--- src/rtl/irq_ctl_consts.svh ---
// Purpose: offsets, field positions, reset values and counts of the interrupt controller
// Assumes: AXI4-Lite byte address is four times the register index
// Notes: definitions only
`ifndef IRQ_CTL_CONSTS_SVH
`define IRQ_CTL_CONSTS_SVH
`define AXI_ADDR_W 12
`define IDX_GEN_MASK 10'h0E0
`define IDX_BLK_MASK 10'h0E1
`define IDX_VECTOR 10'h0E2
`define IDX_FLAGS 10'h0E3
`define IDX_PENDING 10'h0E4
`define MASK_RESET 8'h00
`define FLAGS_RESET 8'h00
`define FLAG_IE_BIT 0
`define GEN_MONITOR_BIT 0
`define GEN_COLUMN_LSB 1
`define GEN_PIN_BIT 5
`define GEN_SLEEP_BIT 6
`define GEN_MASK_USED 8'h7F
`define NUM_SOURCES 15
`define SRC_MONITOR 0
`define SRC_BLOCK_LSB 1
`define SRC_COLUMN_LSB 9
`define SRC_PIN 13
`define SRC_SLEEP 14
`define VEC_STEP 4
`define CALL_CYCLES 4'd13
`define CALL_LAST 4'd12
`define RESP_OKAY 2'b00
`define RESP_SLVERR 2'b10
`endif

--- src/rtl/irq_ctl_pkg.sv ---
// Purpose: types of the interrupt controller
// Assumes: constants come from irq_ctl_consts.svh
// Notes: nothing here is imported
`include "irq_ctl_consts.svh"
package irq_ctl_pkg;
    typedef enum logic [1:0] {
        st_idle = 2'b00,
        st_call = 2'b01
    } call_state_type;

    typedef struct packed {
        logic awvalid;
        logic [`AXI_ADDR_W-1:0] awaddr;
        logic wvalid;
        logic [31:0] wdata;
        logic [3:0] wstrb;
        logic bready;
        logic arvalid;
        logic [`AXI_ADDR_W-1:0] araddr;
        logic rready;
    } axil_req_type;

    typedef struct packed {
        logic awready;
        logic wready;
        logic bvalid;
        logic [1:0] bresp;
        logic arready;
        logic rvalid;
        logic [31:0] rdata;
        logic [1:0] rresp;
    } axil_rsp_type;

    typedef struct packed {
        logic awready;
        logic aw_held;
        logic [9:0] aw_index;
        logic wready;
        logic w_held;
        logic [7:0] w_byte;
        logic w_lane0;
        logic bvalid;
        logic [1:0] bresp;
        logic arready;
        logic rvalid;
        logic [31:0] rdata;
        logic [1:0] rresp;
        logic [7:0] gen_mask;
        logic [7:0] blk_mask;
        logic [7:0] flags;
        logic [`NUM_SOURCES-1:0] pending;
        logic [`NUM_SOURCES-1:0] src_prev;
        call_state_type state;
        logic [3:0] cnt;
        logic [15:0] pc_save;
        logic irq;
        logic push_valid;
        logic [7:0] push_data;
        logic pc_load;
        logic [15:0] pc_vector;
    } ctl_state_type;
endpackage

--- src/rtl/priority_interrupt_controller.sv ---
// Purpose: fixed-priority interrupt controller with automatic call sequencer
// Assumes: all sources and the core run on i_clk_sys; AXI4-Lite register access
// Notes: one state struct, two comb processes, one clocked process
//
// Implementation choice: the AXI4-Lite register port.
`timescale 1ns/1ps
`include "irq_ctl_consts.svh"

// Notes on behaviour
// - fifteen sources: pins, supply monitor, sleep timer, eight blocks, four columns.
// - each source has one enable bit; writing one enables it.
// - global enable in flags gates all; set lets only unmasked sources request.
// - reset clears both mask registers and the global enable.
// - reading the vector register returns the highest-priority unmasked pending vector.
// - any write to the vector register clears all pending flags.
// - masking the only pending source before the vector load at the end of the call yields vector zero.
// - every source has its own pending flip-flop.
// - pending stays until serviced, reset, or vector register write.
// - pending raises request only with its mask bit and global enable set.
// - pin contributes only when its enable and type configuration allow it.
// - column interrupt occurs only when its source selection is configured.
// - acknowledge runs a 13-cycle call pushing PC high, PC low, flags.
// - return from interrupt restores flags, hence the global enable.
// - lowest priority number among pending sources is serviced first.
// - after flags are pushed the flags register clears, blocking interrupts.
// - each of the fifteen sources has its own distinct vector.
// - vectors four bytes apart; monitor 0x04 to sleep 0x3C.
// - pin outputs ORed into one rising-edge pending input.
// - general mask: monitor 0, columns 1-4, pins 5, sleep 6, 7 reserved.
// - block mask: first block bit 0 through eighth block bit 7.
module priority_interrupt_controller #(
    parameter int NUM_PINS = 8
) (
    input wire logic i_clk_sys,
    input wire logic i_rst,
    input wire irq_ctl_pkg::axil_req_type i_axi,
    output irq_ctl_pkg::axil_rsp_type o_axi,
    input wire logic [NUM_PINS-1:0] i_pin_irq_out,
    input wire logic [NUM_PINS-1:0] i_pin_cfg_ok,
    input wire logic i_src_monitor,
    input wire logic i_src_sleep,
    input wire logic [7:0] i_src_block,
    input wire logic [3:0] i_src_column,
    input wire logic [3:0] i_column_sel_ok,
    input wire logic i_ack_allow,
    input wire logic [15:0] i_pc,
    input wire logic i_return_from_irq,
    input wire logic [7:0] i_return_from_irq_flags,
    output logic o_irq,
    output logic o_call_busy,
    output logic o_push_valid,
    output logic [7:0] o_push_data,
    output logic o_pc_load,
    output logic [15:0] o_pc_vector,
    output logic [7:0] o_flags
);

    if (NUM_PINS < 1 || NUM_PINS > 64) begin : g_check
        $error("NUM_PINS must lie between 1 and 64");
    end

    irq_ctl_pkg::ctl_state_type s_q;
    irq_ctl_pkg::ctl_state_type s_d;

    logic [`NUM_SOURCES-1:0] src_now;
    logic [`NUM_SOURCES-1:0] src_set;
    logic [`NUM_SOURCES-1:0] mask_vec;
    logic [`NUM_SOURCES-1:0] live;
    logic [`NUM_SOURCES-1:0] svc_onehot;
    logic [7:0] top_vec;
    logic pin_any;
    logic wr_fire;
    logic rd_fire;
    logic clear_all;

    ////////////////////////////////////////////////////////////////////////////
    // helpers

    // lowest index wins, vector is index plus one times step
    function automatic logic [7:0] top_vector(input logic [`NUM_SOURCES-1:0] req);
        logic [7:0] v;
        v = 8'h00;
        for (int i = `NUM_SOURCES - 1; i >= 0; i--) begin
            if (req[i]) begin
                v = 8'((i + 1) * `VEC_STEP);
            end
        end
        return v;
    endfunction

    ////////////////////////////////////////////////////////////////////////////
    // source gathering

    always_comb begin
        pin_any = |(i_pin_irq_out & i_pin_cfg_ok);
        src_now = '0;
        src_now[`SRC_MONITOR] = i_src_monitor;
        src_now[`SRC_BLOCK_LSB +: 8] = i_src_block;
        src_now[`SRC_COLUMN_LSB +: 4] = i_src_column & i_column_sel_ok;
        src_now[`SRC_PIN] = pin_any;
        src_now[`SRC_SLEEP] = i_src_sleep;
        // rising edge sets pending
        src_set = src_now & ~s_q.src_prev;
        mask_vec = '0;
        mask_vec[`SRC_MONITOR] = s_q.gen_mask[`GEN_MONITOR_BIT];
        mask_vec[`SRC_BLOCK_LSB +: 8] = s_q.blk_mask;
        mask_vec[`SRC_COLUMN_LSB +: 4] = s_q.gen_mask[`GEN_COLUMN_LSB +: 4];
        mask_vec[`SRC_PIN] = s_q.gen_mask[`GEN_PIN_BIT];
        mask_vec[`SRC_SLEEP] = s_q.gen_mask[`GEN_SLEEP_BIT];
        live = s_q.pending & mask_vec;
        top_vec = top_vector(live);
        svc_onehot = live & `NUM_SOURCES'(~live + `NUM_SOURCES'(1));
    end

    ////////////////////////////////////////////////////////////////////////////
    // next state

    always_comb begin
        s_d = s_q;
        wr_fire = 1'b0;
        rd_fire = 1'b0;
        clear_all = 1'b0;
        s_d.src_prev = src_now;
        s_d.push_valid = 1'b0;
        s_d.pc_load = 1'b0;

        // write address and data taken in either order
        if (i_axi.awvalid && s_q.awready) begin
            s_d.aw_held = 1'b1;
            s_d.aw_index = i_axi.awaddr[11:2];
        end
        if (i_axi.wvalid && s_q.wready) begin
            s_d.w_held = 1'b1;
            s_d.w_byte = i_axi.wdata[7:0];
            s_d.w_lane0 = i_axi.wstrb[0];
        end
        if (s_q.bvalid && i_axi.bready) begin
            s_d.bvalid = 1'b0;
        end
        wr_fire = s_q.aw_held && s_q.w_held && !s_q.bvalid;
        if (wr_fire) begin
            s_d.aw_held = 1'b0;
            s_d.w_held = 1'b0;
            s_d.bvalid = 1'b1;
            s_d.bresp = `RESP_OKAY;
            case (s_q.aw_index)
                `IDX_GEN_MASK: begin
                    if (s_q.w_lane0) begin
                        s_d.gen_mask = s_q.w_byte & `GEN_MASK_USED;
                    end
                end
                `IDX_BLK_MASK: begin
                    if (s_q.w_lane0) begin
                        s_d.blk_mask = s_q.w_byte;
                    end
                end
                `IDX_VECTOR: begin
                    clear_all = 1'b1;
                end
                `IDX_FLAGS: begin
                    if (s_q.w_lane0) begin
                        s_d.flags = s_q.w_byte;
                    end
                end
                `IDX_PENDING: begin
                end
                default: begin
                    s_d.bresp = `RESP_SLVERR;
                end
            endcase
        end
        s_d.awready = !s_d.aw_held && !s_d.bvalid;
        s_d.wready = !s_d.w_held && !s_d.bvalid;

        // read channel
        if (s_q.rvalid && i_axi.rready) begin
            s_d.rvalid = 1'b0;
        end
        rd_fire = i_axi.arvalid && s_q.arready;
        if (rd_fire) begin
            s_d.rvalid = 1'b1;
            s_d.rresp = `RESP_OKAY;
            s_d.rdata = 32'h0000_0000;
            case (i_axi.araddr[11:2])
                `IDX_GEN_MASK: s_d.rdata[7:0] = s_q.gen_mask;
                `IDX_BLK_MASK: s_d.rdata[7:0] = s_q.blk_mask;
                `IDX_VECTOR: s_d.rdata[7:0] = top_vec;
                `IDX_FLAGS: s_d.rdata[7:0] = s_q.flags;
                `IDX_PENDING: s_d.rdata[`NUM_SOURCES-1:0] = s_q.pending;
                default: s_d.rresp = `RESP_SLVERR;
            endcase
        end
        s_d.arready = !s_d.rvalid;

        // return from interrupt restores saved flags
        if (i_return_from_irq) begin
            s_d.flags = i_return_from_irq_flags;
        end

        // pending clear, set wins over clear
        if (clear_all) begin
            s_d.pending = '0;
        end

        // automatic call sequencer
        case (s_q.state)
            irq_ctl_pkg::st_idle: begin
                if (s_q.irq && i_ack_allow && !i_return_from_irq) begin
                    s_d.state = irq_ctl_pkg::st_call;
                    s_d.cnt = 4'd0;
                    s_d.pc_save = i_pc;
                end
            end
            irq_ctl_pkg::st_call: begin
                s_d.cnt = s_q.cnt + 4'd1;
                case (s_q.cnt)
                    4'd0: begin
                        s_d.push_valid = 1'b1;
                        s_d.push_data = s_q.pc_save[15:8];
                    end
                    4'd1: begin
                        s_d.push_valid = 1'b1;
                        s_d.push_data = s_q.pc_save[7:0];
                    end
                    4'd2: begin
                        s_d.push_valid = 1'b1;
                        s_d.push_data = s_q.flags;
                    end
                    4'd3: begin
                        s_d.flags = `FLAGS_RESET;
                    end
                    `CALL_LAST: begin
                        // vector chosen now; masked-out pending gives zero
                        s_d.pc_load = 1'b1;
                        s_d.pc_vector = {8'h00, top_vec};
                        s_d.pending = s_d.pending & ~svc_onehot;
                        s_d.state = irq_ctl_pkg::st_idle;
                        s_d.cnt = 4'd0;
                    end
                    default: begin
                    end
                endcase
            end
            default: begin
                s_d.state = irq_ctl_pkg::st_idle;
            end
        endcase

        s_d.pending = s_d.pending | src_set;
        s_d.irq = s_d.flags[`FLAG_IE_BIT]
                  && ((s_d.pending & mask_vec) != '0)
                  && (s_d.state == irq_ctl_pkg::st_idle);
    end

    ////////////////////////////////////////////////////////////////////////////
    // registers

    always_ff @(posedge i_clk_sys) begin
        if (i_rst) begin
            s_q <= '0;
            s_q.gen_mask <= `MASK_RESET;
            s_q.blk_mask <= `MASK_RESET;
            s_q.flags <= `FLAGS_RESET;
            s_q.state <= irq_ctl_pkg::st_idle;
            s_q.bresp <= `RESP_OKAY;
            s_q.rresp <= `RESP_OKAY;
        end else begin
            s_q <= s_d;
        end
    end

    ////////////////////////////////////////////////////////////////////////////
    // outputs

    assign o_axi.awready = s_q.awready;
    assign o_axi.wready = s_q.wready;
    assign o_axi.bvalid = s_q.bvalid;
    assign o_axi.bresp = s_q.bresp;
    assign o_axi.arready = s_q.arready;
    assign o_axi.rvalid = s_q.rvalid;
    assign o_axi.rdata = s_q.rdata;
    assign o_axi.rresp = s_q.rresp;
    assign o_irq = s_q.irq;
    assign o_call_busy = (s_q.state == irq_ctl_pkg::st_call);
    assign o_push_valid = s_q.push_valid;
    assign o_push_data = s_q.push_data;
    assign o_pc_load = s_q.pc_load;
    assign o_pc_vector = s_q.pc_vector;
    assign o_flags = s_q.flags;

endmodule

--- config.mk ---
export PLATFORM = sky130hd
export DESIGN_NAME = priority_interrupt_controller
export DESIGN_NICKNAME = d
export VERILOG_FILES = /design/src/rtl/irq_ctl_pkg.sv /design/src/rtl/priority_interrupt_controller.sv
export VERILOG_INCLUDE_DIRS = /design/src /design/src/rtl
export SDC_FILE = /design/constraint.sdc
export NUM_CORES = 1
export LEC_CHECK = 0
export BUFFER_PORTS_ARGS = -buffer_cell sky130_fd_sc_hd__buf_2
export CELL_PAD_IN_SITES_DETAIL_PLACEMENT = 0
export CELL_PAD_IN_SITES_GLOBAL_PLACEMENT = 2
export CORE_MARGIN = 2
export CORE_UTILIZATION = 30
export CTS_BUF_LIST = sky130_fd_sc_hd__clkbuf_4 sky130_fd_sc_hd__clkbuf_8
export CTS_CLUSTER_DIAMETER = 80
export CTS_CLUSTER_SIZE = 40
export DETAILED_ROUTE_END_ITERATION = 10
export PLACE_DENSITY = 0.83
export SLEW_MARGIN = 5
export SYNTH_ARGS = -nofsm -noshare
export SYNTH_HDL_FRONTEND = slang
export SYNTH_SLANG_ARGS = --single-unit
--- constraint.sdc ---
create_clock -name i_clk_sys -period 2.7 [get_ports i_clk_sys]
set_input_delay 0.27 -clock i_clk_sys [delete_from_list [all_inputs] [get_ports i_clk_sys]]
set_output_delay 0.27 -clock i_clk_sys [all_outputs]
set_load 0.01 [all_outputs]
==> impl_metrics.csv <==
group,metric,value,unit
global_route,grt_max_degree,120,
clock_tree,cts_hold_buf,0,
power_and_ir_drop,seq_power_share,47.3,%
floorplan,pin_count,204,
clock_tree,clock_tree.buffer_depth,2,
place,pre_cts_ws,0.518,ns
yosys,synthArstFlopShare,0,%
critical_path,r2r_start,"s_q[43]",
critical_path,crit_family,"simple AND/OR/NAND/NOR gates",
timing,rsz0062_at_grt,"no",
place,place_inst,1135,
yosys,yosysSeqAreaShare,41.3,%
yosys,ys_ff_latch,133,
final_layout,diodes,0,
critical_path,worst-path-buf-inv,1,
global_route,overflow,0,
floorplan,start_util,30.6,%
timing,finalSetupTns,0,ns
clock_tree,post-cts-setup-buffer-count,0,
power_and_ir_drop,power_density,587,nW/um2
clock_tree,cts_buffers,17,
critical_path,r2r_end,"o_irq",
yosys,yosysTopAreaCell,"dfxtp_1",
power_and_ir_drop,vdd_drop_max,272,uV
yosys,synth_top_area_share,41.3,%
route,drt_wl_total,19000,um
timing,hold_viol,0,
route,drc_errors,0,
yosys,ys_top_cells_by_area,"dfxtp_1 41%, buf_4 8.6%, nand2_1 8.2%",
power_and_ir_drop,comb_power_share,6.6,%
power_and_ir_drop,netSwitchingPower,1.04,mW
critical_path,crit_arrival,2.58,ns
critical_path,startpoint_type,"flip-flop",
timing,slew_viol_final,0,
clock_tree,htreeDepth,4,
timing,slew_headroom,54.9,%
final_layout,drive_gt1_share,23.0,%
yosys,yosys_warnings,0,
yosys,yosys-top-cells-count,"140 x nand2_1, 133 x dfxtp_1, 86 x nor2_1",
final_layout,area_growth,16.5,%
floorplan,dieArea,22700,um2
critical_path,path_cells,"inv_1, ha_1, and3_1, and3_1, nand2_1, o32ai_1, nand4_1, nand2_1, a31oi_1",
critical_path,cp_max_fo,7,
clock_tree,cts_sinks,133,
global_route,grt_antenna_before_repair,1,
yosys,synth_most_common_cell,"nand2_1",
route,vias,5630,
timing,skew,0.0124,ns
timing,fin_crit,2.25,ns
place,port_buffers,141,
final_layout,final_cells,1167,
floorplan,dieHeight,151,um
floorplan,row_count,53,
clock_tree,cts_tree,"built",
route,post_drt_wl_per_cell,16.3,um
clock_tree,cts.reportedPaths.clkPinSlew,0.08,ns
critical_path,crit_path_end_kind,"flip-flop",
route,ant_nets,0,
critical_path,crit_type,"reg -> reg",
route,avgViaCountPerCell,4.82,
flow_run,maxCapViolations,0,
route,dr_wl_met3,1230,um
route,wl_met2,8470,um
critical_path,max_stage_delay,0.38,ns
critical_path,r2r_slack,0.45,ns
power_and_ir_drop,cellLeakagePower,3.21,nW
timing,worstMarginPinSlew,0.673,ns
power_and_ir_drop,power.total,4.41,mW
route,drt-met1-wl,8940,um
power_and_ir_drop,p_int,3.37,mW
power_and_ir_drop,pwr-share-clk,46.2,%
final_layout,nets,1010,
yosys,synth_edf_count,0,
timing,setup_viol,0,
critical_path,cpMaxStageDelayCell,"dfxtp_1",
hold_path,min_delay_path_depth,2,
yosys,mappedNetlistArea,6450,um2
critical_path,r2r_cells,9,
clock_tree,insertion_delay,0.45,ns
timing,fmaxAchievable,444,MHz
floorplan,core_area,21100,um2
route,drt_pass1_iterations,7,
hold_path,worstHoldEndpoint,"s_q[52]",
clock_tree,cts_resized,0,
global_route,grt_pass1_vias,5323,
timing,period_share,83.4,%
yosys,synthCells,784,
global_route,grt_usage,17.0,%
place,dp_hpwl,14000,um
outcome,status,"complete, no violations",
yosys,synth.distinct_cells,72,
power_and_ir_drop,p_sw_share,23.6,%
yosys,ys.flop_type,"dfxtp_1",
route,routed.top_layer,"met5",
timing,postLayoutSetupSlackWorst,0.448,ns
route,first_iter_violations,349,
floorplan,fp.dieW,151,um
clock_tree,root_buffer,"clkbuf_8",
global_route,grt_pass1_wl,29500,um
place,routabilityCongestion,0.902,
hold_path,hp-start,"i_src_block[2]",
hold_path,worstHoldPathType,"in -> reg",
yosys,synth_area_per_cell,8.22,um2
critical_path,required,3.03,ns
-- flip-flops by register name, indices dropped and copies added (netlist names) --
| name | flops |
|---|---|
| o_push_data | 8 |
| s_q | 73 |
| o_axi | 22 |
| mask_vec | 15 |
| o_irq | 1 |
| o_pc_vector | 4 |
| o_push_valid | 1 |
| o_flags | 8 |
| o_pc_load | 1 |
-- stage by stage --
step	area, um2	hold WS [ns]	util, %
finish	7510	0.0538	35.6
global placement	7030	0.440	33.3
CTS	7510	0.0240	35.6
detailed placement	7030	0.445	33.3
global route	7510	0.0294	35.6
floorplan	6560	0.398	-
-- cells by family (layout without fill, tap and decap cells) --
logic type               after synthesis  in the layout  share of synthesized area, %
AND/OR/NAND/NOR                      334            334                          25.0
AO/OA/AOI/OAI                        163            163                          17.2
flip-flops                           133            133                          41.3
buffers and inverters                124            201                          11.8
multiplexers                          24             24                          3.73
adder cells (fa/ha/maj)                5              5                         0.932
other                                  1             32                        0.0582
-- layout make-up --
cell class,instances,area (um2)
Clock buffer,20,256
Clock inverter,12,226
Fill cell,2300,13600
Inverter,14,52.6
Multi-Input combinational cell,558,3140
Sequential cell,133,2660
Tap cell,275,344
Timing Repair Buffer,155,826
-- power by group through the flow --
stage	combinational (mW)	clock [mW]	sequential (mW)
5_1_grt	0.327	2.19	2.09
4_1_cts	0.295	2.09	2.08
3_5_place_dp	0.294	0	2.13
3_3_place_gp	0.291	0	2.13
6_report	0.290	2.03	2.08
2_1_floorplan	0.217	0	2.10
-- routing by layer --
metal	GRT usage, %	vias up
li1	-	2823
met1	23.8	2588
met2	25.8	192
met3	3.64	25
met4	6.03	2
met5	0	-
-- placed cells by master (no fill, tap or decap), types with 5 or more instances in the layout --
master     count
nand2_1      140
buf_2        140
dfxtp_1      133
nor2_1        86
a21oi_1       76
conb_1        32
nand3_1       26
mux2i_1       24
nor2b_1       18
clkbuf_8      17
inv_1         14
buf_4         14
a22oi_1       13
and2_1        12
a222oi_1      10
a311oi_1      10
a31oi_1        9
nor3_1         8
o21ai_0        6
o211ai_1       6
bufinv_16      6
a22o_1         5
nand2b_1       5
-- worst max-delay path by stage --
stage | from | endpoint | slack (ns) | cells after the start
2_1_floorplan | s_q[43] | o_irq | 0.70 | 10
3_3_place_gp | s_q[43] | o_irq | 0.55 | 9
3_5_place_dp | s_q[43] | o_irq | 0.52 | 9
4_1_cts | s_q[43] | o_irq | 0.49 | 9
5_1_grt | s_q[43] | o_irq | 0.32 | 9
6_report | s_q[43] | o_irq | 0.45 | 9
Power figures use the tool's default switching activity.
